==> src/wrw_cfg.svh <==
// How it works
// - The count decrements once every 12,288 CPU clock cycles.
// - While active, rollover from 40h to 3Fh starts a reset pulse of about 500ns.
// - Timeout is programmable in 64 steps of the prescaled period.
// - Activation is cleared by reset, set by software, never cleared by software.
// - A write setting activation with the top count bit clear causes a reset.
// - HALT while active causes an immediate reset instead of halting.
// - The hardware watchdog option keeps the watchdog active regardless of activation.
// - Wait mode does not affect counting or reset generation.
// - Control register resets to 7Fh: activation in bit 7, count in bits 6..0.
// - Status bit 0 records a watchdog reset; cleared by software or power reset.
// - The status register exists only in variants with low voltage detect reset.
`ifndef WRW_CFG_SVH
`define WRW_CFG_SVH

// Register indices; the byte address is four times the index.
`define WRW_CTRL_IDX 8'h2a
`define WRW_STAT_IDX 8'h2b
`define WRW_IRQ_STAT_IDX 8'h2c
`define WRW_IRQ_MASK_IDX 8'h2d

// Control register fields and reset value.
`define WRW_CTRL_ACT_BIT 7
`define WRW_CTRL_TOP_BIT 6
`define WRW_CTRL_RESET 8'h7f
`define WRW_COUNT_ROLL 7'h40

// Status register field and reset value.
`define WRW_STAT_FLAG_BIT 0
`define WRW_STAT_RESET 8'h00

// Interrupt event bits, shared by the sticky status and the mask.
`define WRW_EV_TIMEOUT 0
`define WRW_EV_SOFT 1
`define WRW_EV_HALT 2
`define WRW_EV_WIDTH 3
`define WRW_IRQ_RESET 3'h0

// Timing.
`define WRW_PRESCALE_CYCLES 12288
`define WRW_CLK_PERIOD_NS 20
`define WRW_RESET_PULSE_NS 500
`define WRW_RESET_PULSE_CYCLES ((`WRW_RESET_PULSE_NS + `WRW_CLK_PERIOD_NS - 1) / `WRW_CLK_PERIOD_NS)

`endif

==> src/wrw_pkg.sv <==
package wrw_pkg;

  // Phase of the reset generator.
  typedef enum logic [0:0] {
    WRW_RUN,
    WRW_PULSE
  } wrw_phase_t;

  // Register selected by an APB address.
  typedef enum logic [2:0] {
    WRW_SEL_CTRL,
    WRW_SEL_STAT,
    WRW_SEL_ISTAT,
    WRW_SEL_IMASK,
    WRW_SEL_NONE
  } wrw_sel_t;

  // Complete state of the watchdog core.
  typedef struct packed {
    wrw_phase_t phase;
    logic [7:0] pulse_cnt;
    logic activate;
    logic [6:0] count;
    logic reset_flag;
    logic [2:0] irq_status;
    logic [2:0] irq_mask;
    logic hw_opt;
    logic strap_done;
    logic pready;
    logic pslverr;
    logic [31:0] prdata;
    logic irq;
    logic rst_n;
    logic halt_grant;
  } wrw_state_t;

endpackage : wrw_pkg

==> src/wrw_prescaler.sv <==
`timescale 1ns/100ps
`include "wrw_cfg.svh"

module wrw_prescaler #(
  parameter int unsigned DIV = `WRW_PRESCALE_CYCLES
) (
  input wire logic pclk, // Clock.
  input wire logic presetn, // Asynchronous reset, active low.
  input wire logic restart, // Restart the phase from zero.
  output logic tick // One-cycle pulse every DIV cycles.
);

  localparam int CW = $clog2(DIV);

  typedef struct packed {
    logic [CW-1:0] cnt;
    logic tick;
  } wrw_pre_state_t;

  wrw_pre_state_t st;
  wrw_pre_state_t next_st;

  // Count cycles; a restart drops the partial period so a fresh one begins.
  always_comb begin
    next_st = st;
    next_st.tick = 1'b0;
    if (restart) begin
      next_st.cnt = '0;
    end else if (st.cnt == CW'(DIV - 1)) begin
      next_st.cnt = '0;
      next_st.tick = 1'b1;
    end else begin
      next_st.cnt = CW'(st.cnt + 1'b1);
    end
  end

  // State register.
  always_ff @(posedge pclk or negedge presetn) begin
    if (!presetn) begin
      st <= '0;
    end else begin
      st <= next_st;
    end
  end

  assign tick = st.tick;

endmodule : wrw_prescaler

==> src/wrw_watchdog.sv <==
`timescale 1ns/100ps
`include "wrw_cfg.svh"

module wrw_watchdog #(
  parameter int unsigned AW = 12,
  parameter int unsigned PRESCALE = `WRW_PRESCALE_CYCLES,
  parameter bit HAS_LVD = 1'b1
) (
  input wire logic pclk, // APB clock, also the CPU clock.
  input wire logic presetn, // Power on/off reset, asynchronous, active low.
  input wire logic psel, // APB select.
  input wire logic penable, // APB access phase.
  input wire logic pwrite, // APB direction, high for write.
  input wire logic [AW-1:0] paddr, // APB byte address.
  input wire logic [31:0] pwdata, // APB write data.
  input wire logic [3:0] pstrb, // APB write byte strobes.
  output logic pready, // APB ready.
  output logic [31:0] prdata, // APB read data.
  output logic pslverr, // APB error for unmapped addresses.
  input wire logic mcu_reset_n, // Other system reset sources, synchronous, active low.
  input wire logic hw_watchdog_option, // Hardware watchdog strap, sampled after reset.
  input wire logic halt_exec, // Pulse when the CPU executes HALT.
  output logic halt_grant, // Pulse allowing the CPU to enter halt.
  output logic wdg_reset_n, // Reset request to the MCU, active low.
  output logic irq // Level interrupt from unmasked sticky events.
);

  localparam logic [7:0] PULSE_LAST = 8'(`WRW_RESET_PULSE_CYCLES - 1);

  wrw_pkg::wrw_state_t st;
  wrw_pkg::wrw_state_t next_st;
  logic pre_tick;
  logic pre_restart;

  // Decode a byte address into a register selection.
  function automatic wrw_pkg::wrw_sel_t decode(input logic [AW-1:0] addr);
    logic [AW-3:0] word;
    word = addr[AW-1:2];
    if (addr[1:0] != 2'h0) begin
      decode = wrw_pkg::WRW_SEL_NONE;
    end else if (word == (AW-2)'(`WRW_CTRL_IDX)) begin
      decode = wrw_pkg::WRW_SEL_CTRL;
    end else if (word == (AW-2)'(`WRW_STAT_IDX)) begin
      decode = wrw_pkg::WRW_SEL_STAT;
    end else if (word == (AW-2)'(`WRW_IRQ_STAT_IDX)) begin
      decode = wrw_pkg::WRW_SEL_ISTAT;
    end else if (word == (AW-2)'(`WRW_IRQ_MASK_IDX)) begin
      decode = wrw_pkg::WRW_SEL_IMASK;
    end else begin
      decode = wrw_pkg::WRW_SEL_NONE;
    end
  endfunction : decode

  // Prescaler producing one enable per decrement period.
  wrw_prescaler #(
    .DIV(PRESCALE)
  ) u_prescaler (
    .pclk(pclk),
    .presetn(presetn),
    .restart(pre_restart),
    .tick(pre_tick)
  );

  // Combinational helpers for the current cycle.
  wrw_pkg::wrw_sel_t sel;
  logic setup_done;
  logic complete;
  logic wr_ctrl;
  logic active;
  logic timeout_ev;
  logic soft_ev;
  logic halt_ev;
  logic any_ev;
  logic pulse_end;

  // Bus phase decode: the answer is prepared one cycle into the access phase.
  always_comb begin
    sel = decode(paddr);
    setup_done = psel && penable && !st.pready;
    complete = psel && penable && st.pready;
    wr_ctrl = complete && pwrite && pstrb[0] && (sel == wrw_pkg::WRW_SEL_CTRL) && (st.phase == wrw_pkg::WRW_RUN);
  end

  // Reset causes. The hardware option forces the watchdog on.
  always_comb begin
    active = st.activate || st.hw_opt;
    // Counting ignores every low-power mode other than halt.
    timeout_ev = active && pre_tick && (st.count == `WRW_COUNT_ROLL);
    // The written value decides; an activation written in the same access counts.
    soft_ev = wr_ctrl && (active || pwdata[`WRW_CTRL_ACT_BIT]) && !pwdata[`WRW_CTRL_TOP_BIT];
    halt_ev = halt_exec && active && (st.phase == wrw_pkg::WRW_RUN);
    any_ev = (st.phase == wrw_pkg::WRW_RUN) && mcu_reset_n && (timeout_ev || soft_ev || halt_ev);
    pulse_end = (st.phase == wrw_pkg::WRW_PULSE) && (st.pulse_cnt == PULSE_LAST);
  end

  // The prescaler restarts on a load of the count or on any reset of the core.
  assign pre_restart = wr_ctrl || pulse_end || !mcu_reset_n;

  // Next state of the whole core.
  always_comb begin
    logic [2:0] ev_bits;
    logic [7:0] rd_byte;
    next_st = st;
    ev_bits = 3'h0;
    rd_byte = 8'h00;
    next_st.halt_grant = 1'b0;

    // Catch the hardware watchdog strap once, just after power reset is released.
    if (!st.strap_done) begin
      next_st.strap_done = 1'b1;
      next_st.hw_opt = hw_watchdog_option;
    end

    // Count down once per prescaled period; 00h wraps to 7Fh.
    if (pre_tick && (st.phase == wrw_pkg::WRW_RUN)) begin
      next_st.count = 7'(st.count - 1'b1);
    end

    // Halt is only granted while the watchdog is inactive.
    if (halt_exec && !active && (st.phase == wrw_pkg::WRW_RUN)) begin
      next_st.halt_grant = 1'b1;
    end

    // Control writes load the count and can only ever set activation.
    if (wr_ctrl) begin
      next_st.count = pwdata[`WRW_CTRL_TOP_BIT:0];
      next_st.activate = st.activate || pwdata[`WRW_CTRL_ACT_BIT];
    end

    // Reset generator sequence.
    case (st.phase)
      wrw_pkg::WRW_RUN: begin
        if (any_ev) begin
          next_st.phase = wrw_pkg::WRW_PULSE;
          next_st.pulse_cnt = 8'h00;
          next_st.rst_n = 1'b0;
          next_st.halt_grant = 1'b0;
        end
      end
      wrw_pkg::WRW_PULSE: begin
        next_st.pulse_cnt = 8'(st.pulse_cnt + 1'b1);
        if (pulse_end) begin
          // The MCU reset that follows returns the control register to its reset value.
          next_st.phase = wrw_pkg::WRW_RUN;
          next_st.rst_n = 1'b1;
          next_st.pulse_cnt = 8'h00;
          next_st.activate = 1'(`WRW_CTRL_RESET >> `WRW_CTRL_ACT_BIT);
          next_st.count = 7'(`WRW_CTRL_RESET);
        end
      end
      default: begin
        next_st.phase = wrw_pkg::WRW_RUN;
        next_st.rst_n = 1'b1;
      end
    endcase

    // Event bits for the interrupt status.
    if (any_ev) begin
      ev_bits[`WRW_EV_TIMEOUT] = timeout_ev;
      ev_bits[`WRW_EV_SOFT] = soft_ev;
      ev_bits[`WRW_EV_HALT] = halt_ev;
    end

    // APB answer: the read data is captured with pready.
    next_st.pready = setup_done;
    if (setup_done) begin
      next_st.pslverr = (sel == wrw_pkg::WRW_SEL_NONE);
      case (sel)
        wrw_pkg::WRW_SEL_CTRL: rd_byte = {st.activate, st.count};
        wrw_pkg::WRW_SEL_STAT: rd_byte = {7'h00, st.reset_flag && HAS_LVD};
        wrw_pkg::WRW_SEL_ISTAT: rd_byte = {5'h00, st.irq_status};
        wrw_pkg::WRW_SEL_IMASK: rd_byte = {5'h00, st.irq_mask};
        default: rd_byte = 8'h00;
      endcase
      next_st.prdata = {24'h000000, rd_byte};
    end else if (complete) begin
      next_st.pslverr = 1'b0;
      next_st.prdata = 32'h00000000;
    end

    // Watchdog reset flag: software clears it, a new watchdog reset wins over the clear.
    if (complete && pwrite && pstrb[0] && (sel == wrw_pkg::WRW_SEL_STAT)
        && !pwdata[`WRW_STAT_FLAG_BIT]) begin
      next_st.reset_flag = 1'b0;
    end
    if (any_ev && HAS_LVD) begin
      next_st.reset_flag = 1'b1;
    end

    // Sticky events: a read clears only the bits it returned; new events win.
    if (complete && !pwrite && (sel == wrw_pkg::WRW_SEL_ISTAT)) begin
      next_st.irq_status = st.irq_status & ~st.prdata[2:0];
    end
    next_st.irq_status = next_st.irq_status | ev_bits;

    // Interrupt mask write.
    if (complete && pwrite && pstrb[0] && (sel == wrw_pkg::WRW_SEL_IMASK)) begin
      next_st.irq_mask = pwdata[2:0];
    end

    // Interrupt level follows the unmasked sticky bits.
    next_st.irq = |(next_st.irq_status & next_st.irq_mask);

    // Other reset sources return the control register to its reset value but keep the flag and events.
    if (!mcu_reset_n) begin
      next_st.phase = wrw_pkg::WRW_RUN;
      next_st.pulse_cnt = 8'h00;
      next_st.rst_n = 1'b1;
      next_st.halt_grant = 1'b0;
      next_st.activate = 1'(`WRW_CTRL_RESET >> `WRW_CTRL_ACT_BIT);
      next_st.count = 7'(`WRW_CTRL_RESET);
    end
  end

  // State register; power reset sets every field to its reset value.
  always_ff @(posedge pclk or negedge presetn) begin
    if (!presetn) begin
      st.phase <= wrw_pkg::WRW_RUN;
      st.pulse_cnt <= 8'h00;
      st.activate <= 1'b0;
      st.count <= 7'(`WRW_CTRL_RESET);
      st.reset_flag <= 1'b0;
      st.irq_status <= `WRW_IRQ_RESET;
      st.irq_mask <= `WRW_IRQ_RESET;
      st.hw_opt <= 1'b0;
      st.strap_done <= 1'b0;
      st.pready <= 1'b0;
      st.pslverr <= 1'b0;
      st.prdata <= 32'h00000000;
      st.irq <= 1'b0;
      st.rst_n <= 1'b1;
      st.halt_grant <= 1'b0;
    end else begin
      st <= next_st;
    end
  end

  // Outputs come straight from the state register.
  assign pready = st.pready;
  assign prdata = st.prdata;
  assign pslverr = st.pslverr;
  assign halt_grant = st.halt_grant;
  assign wdg_reset_n = st.rst_n;
  assign irq = st.irq;

endmodule : wrw_watchdog

==> config.mk <==
export PLATFORM = sky130hd
export DESIGN_NAME = wrw_watchdog
export DESIGN_NICKNAME = d
export VERILOG_FILES = /design/src/wrw_pkg.sv /design/src/wrw_prescaler.sv /design/src/wrw_watchdog.sv
export VERILOG_INCLUDE_DIRS = /design/src
export SDC_FILE = /design/constraint.sdc
export NUM_CORES = 1
export LEC_CHECK = 0
export ABC_CLOCK_PERIOD_IN_PS = 1700
export BUFFER_PORTS_ARGS = -buffer_cell sky130_fd_sc_hd__buf_2
export CAP_MARGIN = 20
export CORE_ASPECT_RATIO = 0.7
export CORE_MARGIN = 2
export CORE_UTILIZATION = 46
export DETAILED_ROUTE_END_ITERATION = 8
export GPL_TIMING_DRIVEN = 1
export PLACE_DENSITY = 0.76
export SLEW_MARGIN = 20
export SYNTH_ARGS = -nofsm -noshare
export SYNTH_HDL_FRONTEND = slang
export SYNTH_SLANG_ARGS = --single-unit
==> constraint.sdc <==
create_clock -name pclk -period 1.7 [get_ports pclk]
set_input_delay 0.085 -clock pclk [delete_from_list [all_inputs] [get_ports pclk]]
set_output_delay 0.085 -clock pclk [all_outputs]
set_load 0.02 [all_outputs]
## Word-level counts from Yosys, hierarchy flattened

Index checks and enable logic that the tools add are counted.

- Register bits: 78
- Input port bits: 56

- Add/sub/neg operators: 3
- Eq/ne operators: 13
- Muxes and demuxes: 30
- Bitwise logic cells: 5
- Reductions and logical operators: 43

Operator list:

| operator | number |
|---|---|
| $mux W33 | 2 |
| $eq A10 B6 Y1 const B | 4 |
| $mux W17 | 2 |
| $pmux W8 S4 | 1 |
| $mux W14 | 2 |
| $logic_and A1 B1 Y1 | 24 |
| $mux W3 | 8 |
| $pmux W9 S2 | 1 |
| $mux W8 | 2 |
| $add A14 B1 Y14 const B | 1 |
| $eq A14 B14 Y1 const B | 1 |
| $mux W9 | 1 |
| $add A8 B1 Y8 const B | 1 |
| $eq A8 B5 Y1 const B | 1 |
| $eq A7 B7 Y1 const B | 1 |
| $logic_or A1 B1 Y1 | 7 |
| $mux W1 | 7 |
| $mux W7 | 1 |
| $sub A7 B1 Y7 const B | 1 |
| $and A3 B3 Y3 | 2 |
| $eq A3 B2 Y1 const B | 2 |
| $logic_not A1 Y1 | 6 |
| $reduce_bool A2 Y1 | 3 |
| $mux W2 | 2 |
| other kinds (11) | 11 |

## Longest topological paths before layout

Gate-level depths: netlist of run 1.

- Word-level depth: 18
- Mapped depth: 8

## Hierarchy

Synthesis of run 1 repeated with hierarchy kept, for this count alone.

- Cells, all modules: 309
- Area, all modules: 3,020.4 µm²

By module, submodules not included:

| module | times used | cells each | area each (µm²) | sequential area each (µm²) |
|---|---|---|---|---|
| wrw_watchdog | 1 | 241 | 2,314.7 | 985.9 |
| wrw_prescaler | 1 | 68 | 705.7 | 375.4 |

## Worst setup path after synthesis of run 1

Ideal clock, no wire load.

- Kind: in2reg
- Start: input port paddr[8]
- End: register st[58] in the netlist's numbering
- Arrival time: 1.902 ns
- Data required time: 1.569 ns
- Path slack: -0.333 ns
- Cell stages on the path: 7
- Path through: or4b_4 or3_1 buf_2 or4_4 nand3_2 buf_6 a31oi_1

- Word-level cells in the longest chain between the ends: 15
- Elaborated cells on any way between the ends: 18

RTL lines:

| item | line | text |
|---|---|---|
| start, declared | wrw_watchdog.sv:14 | `input wire logic [AW-1:0] paddr,` |
| $eq A10 B6 Y1 | wrw_watchdog.sv:47 | `` end else if (word == (AW-2)'(`WRW_IRQ_MASK_IDX)) begin `` |
| $mux W3 | wrw_watchdog.sv:47 |  |
| $mux W3 | wrw_watchdog.sv:45 | `` end else if (word == (AW-2)'(`WRW_IRQ_STAT_IDX)) begin `` |
| $mux W3 | wrw_watchdog.sv:43 | `` end else if (word == (AW-2)'(`WRW_STAT_IDX)) begin `` |
| $mux W3 * | wrw_watchdog.sv:41 | `` end else if (word == (AW-2)'(`WRW_CTRL_IDX)) begin `` |
| $mux W3 * | wrw_watchdog.sv:39 | `if (addr[1:0] != 2'h0) begin` |
| $logic_not A3 Y1 * | wrw_watchdog.sv:81 | `wr_ctrl = complete && pwrite && pstrb[0] && (sel == wrw_pkg::WRW_SEL_CTRL) && (st.phase == wrw_pkg::WRW_RUN);` |
| $logic_and A1 B1 Y1 * (2 in series) | wrw_watchdog.sv:81 |  |
| $logic_and A1 B1 Y1 * (2 in series) | wrw_watchdog.sv:90 | `` soft_ev = wr_ctrl && (active \|\| pwdata[`WRW_CTRL_ACT_BIT]) && !pwdata[`WRW_CTRL_TOP_BIT]; `` |
| $logic_or A1 B1 Y1 * (2 in series) | wrw_watchdog.sv:92 | `any_ev = (st.phase == wrw_pkg::WRW_RUN) && mcu_reset_n && (timeout_ev \|\| soft_ev \|\| halt_ev);` |
| $logic_and A1 B1 Y1 * | wrw_watchdog.sv:92 |  |
| $ne A3 B3 Y1 (no line) * | n/a |  |
| end signal, assigned | wrw_watchdog.sv:234 | `st <= next_st;` |
| end, declared | wrw_watchdog.sv:30 | `wrw_pkg::wrw_state_t st;` |

Mark *: on every way between the ends. The rest lies on a longest branch, timed or not.
A chain may end at the register's enable or synchronous reset.

==> impl_metrics.py, run 1 <==
metrics = {
    "outcome": {
        "status": "complete, but fails checks",
        "violations": "negative setup slack",
    },
    "sta": {
        "period_share_pct": 107,
        "finalHoldViolations": 0,
        "finalSetupTns_ns": -0.541,
        "final_max_slew_viol_count": 0,
        "fmax_mhz": 552,
        "period_minus_slack_ns": 1.81,
        "setup_viol": 12,
        "rsz0062_at_grt": "yes",
        "timing.final.ws_setup_ns": -0.111,
        "clock_skew_ns": 0.0156,
    },
    "detailed_routing": {
        "avgViaCountPerCell": 5.29,
        "drt_pass1_iterations": 4,
        "wire_per_inst_um": 15.1,
        "num_vias": 2429,
        "route.detailed.drc": 0,
        "ant_nets": 0,
        "drt-initial-drc-count": 181,
        "routed_wirelength_mm": 6.95,
    },
    "worst_hold_path": {
        "hold_path.class": "input port to flip-flop",
    },
    "placement": {
        "io_buffers": 41,
        "place_inst": 439,
        "hpwl_mm": 4.97,
        "globalplace.congestion": 0.889,
    },
    "synth": {
        "synthMuxAreaShare_pct": 1.74,
        "synth_largest_area_cell": "dfrtp_1",
        "synth_edf_count": 0,
        "seq_area_frac_synth_pct": 46.2,
        "synth_adder_area_share_pct": 1.70,
        "synth_top_family_by_area": "simple AND/OR/NAND/NOR gates",
        "synth_compound_area_share_pct": 10.7,
        "synth_area_um2": 2950,
        "ys_ff_latch": 54,
        "synth_top_area_share_pct": 39.1,
        "synth_xor_area_share_pct": 5.65,
        "netlist_instances": 307,
        "yosys.cell_count.top_type": "dfrtp_1",
        "ys_types": 53,
        "synth-simple-area-share_pct": 22.6,
        "netlist_top_cells_count": "46 x dfrtp_1, 32 x buf_4, 32 x nor2_1",
        "syn_area_per_cell_um2": 9.60,
        "synthTopCellsByArea": "dfrtp_1 39%, buf_4 8.2%, dfstp_2 7.1%",
        "yosysWarnings": 0,
        "async_flop_share_pct": 100,
        "synth-main-ff-cell": "dfrtp_1",
    },
    "grt": {
        "grt_pass1_wl_mm": 10.7,
        "first_global_vias": 2160,
        "grt_overflow": 0,
        "grt_use_total_pct": 19.4,
        "grt_max_degree": 35,
        "grt_util_met3_pct": 5.34,
        "grt_antenna_before_repair": 0,
        "grt-busiest-layer": "met1",
        "grtUsageMet1_pct": 29.9,
        "grt_use_met2_pct": 27.6,
    },
    "layout": {
        "nets": 440,
        "area_growth_pct": 23.6,
        "diodes": 0,
        "fillers": 532,
        "drive_gt1_share_pct": 32.8,
        "final_cells": 459,
    },
    "floorplanning": {
        "io_pins": 93,
        "fp.dieH_um": 71.0,
        "initial_core_util_pct": 47.4,
        "core-area_um2": 6220,
        "dieArea_um2": 7070,
        "rows": 24,
        "dieWidth_um": 99.7,
    },
    "setup_path": {
        "cp_max_fo": 3,
        "end_kind": "flip-flop",
        "crit_path_start_kind": "flip-flop",
        "criticalPathCategory": "flip-flop to flip-flop",
        "worstPathArrival_ns": 2.05,
        "required_ns": 1.94,
    },
    "clocking": {
        "clockBufferDepth": 2,
        "root_buffer": "clkbuf_8",
        "clk_pin_slew_ns": 0.10,
        "cts_tree": "built",
        "ctsHtreeMaxLevel": 2,
        "clock_sinks": 54,
        "clock_latency_ns": 0.33,
        "cts_buffers": 5,
    },
    "run": {
        "maxCapViolCount": 0,
    },
    "power_and_ir_drop": {
        "leakagePower_nw": 1.75,
        "vdd_drop_max_mv": 0.362,
        "power_density_nw_per_um2": 731,
    },
}
## routing by layer
layer / up-vias / share of wire [%]
met5: - / 0
met4: 0 / 1.4
met3: 9 / 7.7
met2: 88 / 45
met1: 1171 / 46
li1: 1161 / -
## report_power, final
| part | leakage (nW) | switching [mW] | internal (mW) |
|---|---|---|---|
| sequential | 0.697 | 0.0391 | 1.33 |
| combinational | 0.996 | 0.239 | 0.150 |
| clock | 0.0587 | 0.455 | 0.447 |
## sequential cells by signal (all words and copies together) (netlist names)
register,flops
u_prescaler.tick,1
irq,1
pready,1
pslverr,1
u_prescaler.st,14
halt_grant,1
wdg_reset_n,1
prdata,8
st,26
## placed cells by master (no fill, tap or decap), drive strengths merged, types with 3 or more instances in the layout
cell type	count
a21oi	6
a22o	9
a22oi	3
a31oi	5
and3	11
buf	80
clkbuf	5
conb	25
dfrtp	46
dfstp	8
dlygate4sd3	3
ha	4
inv	13
mux2i	4
nand2	21
nand2b	5
nand3	16
nand4	6
nor2	32
nor2b	4
nor3	5
nor4	6
o21ai	10
or2	5
or3	3
xnor2	9
xor2	10
## kinds of logic after synthesis
| group | after synthesis |
|---|---|
| adders and majority gates | 4 |
| muxes | 5 |
| buffers and inverters | 53 |
| xor gates and xnor gates | 19 |
| AOI/OAI and AO/OA | 45 |
| other | 2 |
| and+or+nand+nor | 125 |
| DFF | 54 |
## path summary, 6_finish.rpt
path / from / to / slack (ns) / cells past startpoint
setup / recovery: st[62] / irq / -0.11 / 5
hold / removal: pwdata[4] / st[50] / 0.005 / 3
setup reg to reg: st[62] / irq / -0.11 / 5
hold reg to reg: pslverr / pslverr / 0.48 / 2
max in group asynchronous: presetn / st[46] / 0.84 / 3
min in group asynchronous: presetn / prdata[4] / 0.25 / 2
## what timing repair did
| action | CTS | global route |
|---|---|---|
| resized for setup | 6 | 22 |
| hold buffers | 3 | 0 |
| endpoints found under the setup margin | 30 | 39 |
| buffers inserted | 2 | 6 |
| hold endpoints to repair | 22 | 0 |
| gates cloned | 0 | 1 |
| pin swaps | 4 | 11 |
## area by class of cell
| cell class | instances | area, um^2 | share of cell area (%) |
|---|---|---|---|
| clock buffers | 5 | 68.8 | 1.89 |
| clock inverters | 3 | 47.5 | 1.31 |
| inverters | 12 | 45.0 | 1.24 |
| multi-input cells | 224 | 1460 | 40.0 |
| flip-flops and latches | 54 | 1360 | 37.4 |
| well taps | 78 | 97.6 | 2.68 |
| repair buffers | 83 | 563 | 15.5 |
## stage by stage
stage | util (%) | total power [mW] | hold slack (ns) | setup WS, ns | instance area [um^2]
after global routing | 58.6 | 2.78 | 0.0253 | -0.211 | 3640
final | 58.6 | 2.66 | 0.00495 | -0.111 | 3640
after floorplan | - | 1.64 | -0.211 | -0.333 | 3060
after CTS | 56.2 | 2.65 | 0.00496 | -0.116 | 3490
after detailed placement | 53.2 | 1.74 | 0.0782 | -0.529 | 3310
after global placement | 53.2 | 1.73 | 0.0733 | -0.475 | 3310
## critical path: stages (launching register included)
cell and delay, ns:
dfrtp_1 0.41, nor4b_2 0.23, nand4_1 0.15, or4_4 0.60
a2bb2oi_2 0.19, o221ai_2 0.16
Note: power is estimated with default switching activity, not from simulation.
==> run 2, diff against run 1 <==
- CORE_ASPECT_RATIO: 0.7 -> 1.75
- CORE_MARGIN: 2 -> 1.5
==> impl_metrics.py, run 2 (same netlist as run 1, synthesis figures left out) <==
metrics = {
    "outcome": {
        "status": "complete, but fails checks",
        "violations": "negative setup slack",
    },
    "placement": {
        "io_buffers": 41,
        "place_inst": 444,
        "globalplace.congestion": 0.993,
        "hpwl_mm": 5.10,
        "pre_cts_ws_ns": -0.480,
    },
    "layout": {
        "layout_common_cells": "46 x dfrtp_1, 42 x buf_2, 30 x buf_4",
        "drive_gt1_share_pct": 34.7,
        "nets": 436,
        "top_register": "st",
        "diodes": 0,
        "final_common_cell": "dfrtp_1",
        "area_growth_pct": 23.8,
        "final_cells": 457,
        "largest_reg_flops": 26,
        "reg_top3": "st x26, u_prescaler.st x14, prdata x8",
    },
    "sta": {
        "clock_skew_ns": 0.00771,
        "rsz0062_at_grt": "yes",
        "fmax_mhz": 524,
        "period_share_pct": 112,
        "timing.final.ws_setup_ns": -0.207,
        "setup_viol": 28,
        "final_max_slew_viol_count": 0,
        "finalHoldViolations": 0,
        "period_minus_slack_ns": 1.91,
    },
    "detailed_routing": {
        "avgViaCountPerCell": 5.28,
        "routed_wirelength_mm": 6.84,
        "drt_pass1_iterations": 5,
        "num_vias": 2411,
        "ant_nets": 0,
        "drt-initial-drc-count": 102,
        "wire_per_inst_um": 15.0,
        "route.detailed.drc": 0,
    },
    "setup_path": {
        "crit_path_start_kind": "flip-flop",
        "criticalPathCategory": "flip-flop to flip-flop",
        "worstPathArrival_ns": 2.13,
        "required_ns": 1.92,
        "end_kind": "flip-flop",
        "cp_max_fo": 3,
    },
    "grt": {
        "grt_antenna_before_repair": 0,
        "first_global_vias": 2363,
        "grt_overflow": 0,
        "grt_max_degree": 34,
        "grt_use_total_pct": 20.3,
        "grt_pass1_wl_mm": 10.8,
    },
    "clocking": {
        "clk_pin_slew_ns": 0.09,
        "cts_tree": "built",
        "root_buffer": "clkbuf_8",
        "ctsHtreeMaxLevel": 2,
        "clockBufferDepth": 2,
        "clock_latency_ns": 0.31,
        "clock_sinks": 54,
        "cts_buffers": 5,
    },
    "power_and_ir_drop": {
        "power_density_nw_per_um2": 683,
        "total_power_mw": 2.49,
        "leakagePower_nw": 1.72,
        "vdd_drop_max_mv": 0.486,
    },
    "worst_hold_path": {
        "hold_path.class": "input port to flip-flop",
    },
    "floorplanning": {
        "fp.dieH_um": 109,
        "core-area_um2": 6180,
        "rows": 38,
        "initial_core_util_pct": 47.7,
        "dieArea_um2": 6910,
        "dieWidth_um": 63.5,
        "io_pins": 93,
    },
    "run": {
        "maxCapViolCount": 0,
    },
}
-- run 2: timing repair --
item,CTS,global route
resized for setup,16,32
hold buffers,2,0
setup buffers,1,0
gates cloned,1,1
endpoints found under the setup margin,37,47
hold endpoints to repair,47,0
pin swaps,9,18
-- run 2: worst paths after layout --
check | start | to | slack (ns) | cells past startpoint
min | pwdata[5] | st[51] | 0.01 | 3
min reg2reg | pslverr | pslverr | 0.49 | 2
max | st[62] | irq | -0.21 | 5
max reg2reg | st[62] | irq | -0.21 | 5
max in group asynchronous | presetn | st[48] | 1.02 | 3
min in group asynchronous | presetn | prdata[0] | 0.28 | 3
-- run 2: where the power goes --
| part | internal, mW | switching (mW) |
|---|---|---|
| Combinational | 0.145 | 0.246 |
| Clock | 0.333 | 0.396 |
| Sequential | 1.33 | 0.0368 |
-- run 2: worst max-delay path, stage by stage, from the launching register on --
cell	delay (ns)
dfrtp_1	0.45
nor4b_2	0.27
nand4_1	0.20
or4_4	0.56
a2bb2oi_2	0.16
o221ai_2	0.18
-- run 2: through the flow --
stage                     utilization [%]  area, um^2  hold WS (ns)  TNS [ns]
after floorplan                         -        3060        -0.211     -8.62
after global placement               54.1        3350        0.0868    -16.55
after detailed placement             54.1        3350        0.0885    -18.52
after CTS                            57.1        3530       0.00766     -2.06
after global routing                 59.0        3650        0.0227     -4.47
final                                59.0        3650        0.0101     -2.07
-- run 2: per-layer routing --
| layer | vias to the layer above | routed length (um) | track usage, % |
|---|---|---|---|
| li1 | 1153 | - | - |
| met1 | 1170 | 2510 | 21.0 |
| met2 | 64 | 3820 | 37.6 |
| met3 | 24 | 230 | 4.23 |
| met4 | 0 | 284 | 11.2 |
| met5 | - | 0 | 0 |
-- run 2: area by class of cell --
type                            count  area (um^2)
Clock buffer                        8         90.1
Inverter                           12         45.0
Sequential cell                    54         1360
Timing Repair Buffer               79          529
Multi-Input combinational cell    224         1520
Tap cell                           80          100
Fill cell                         553         2530
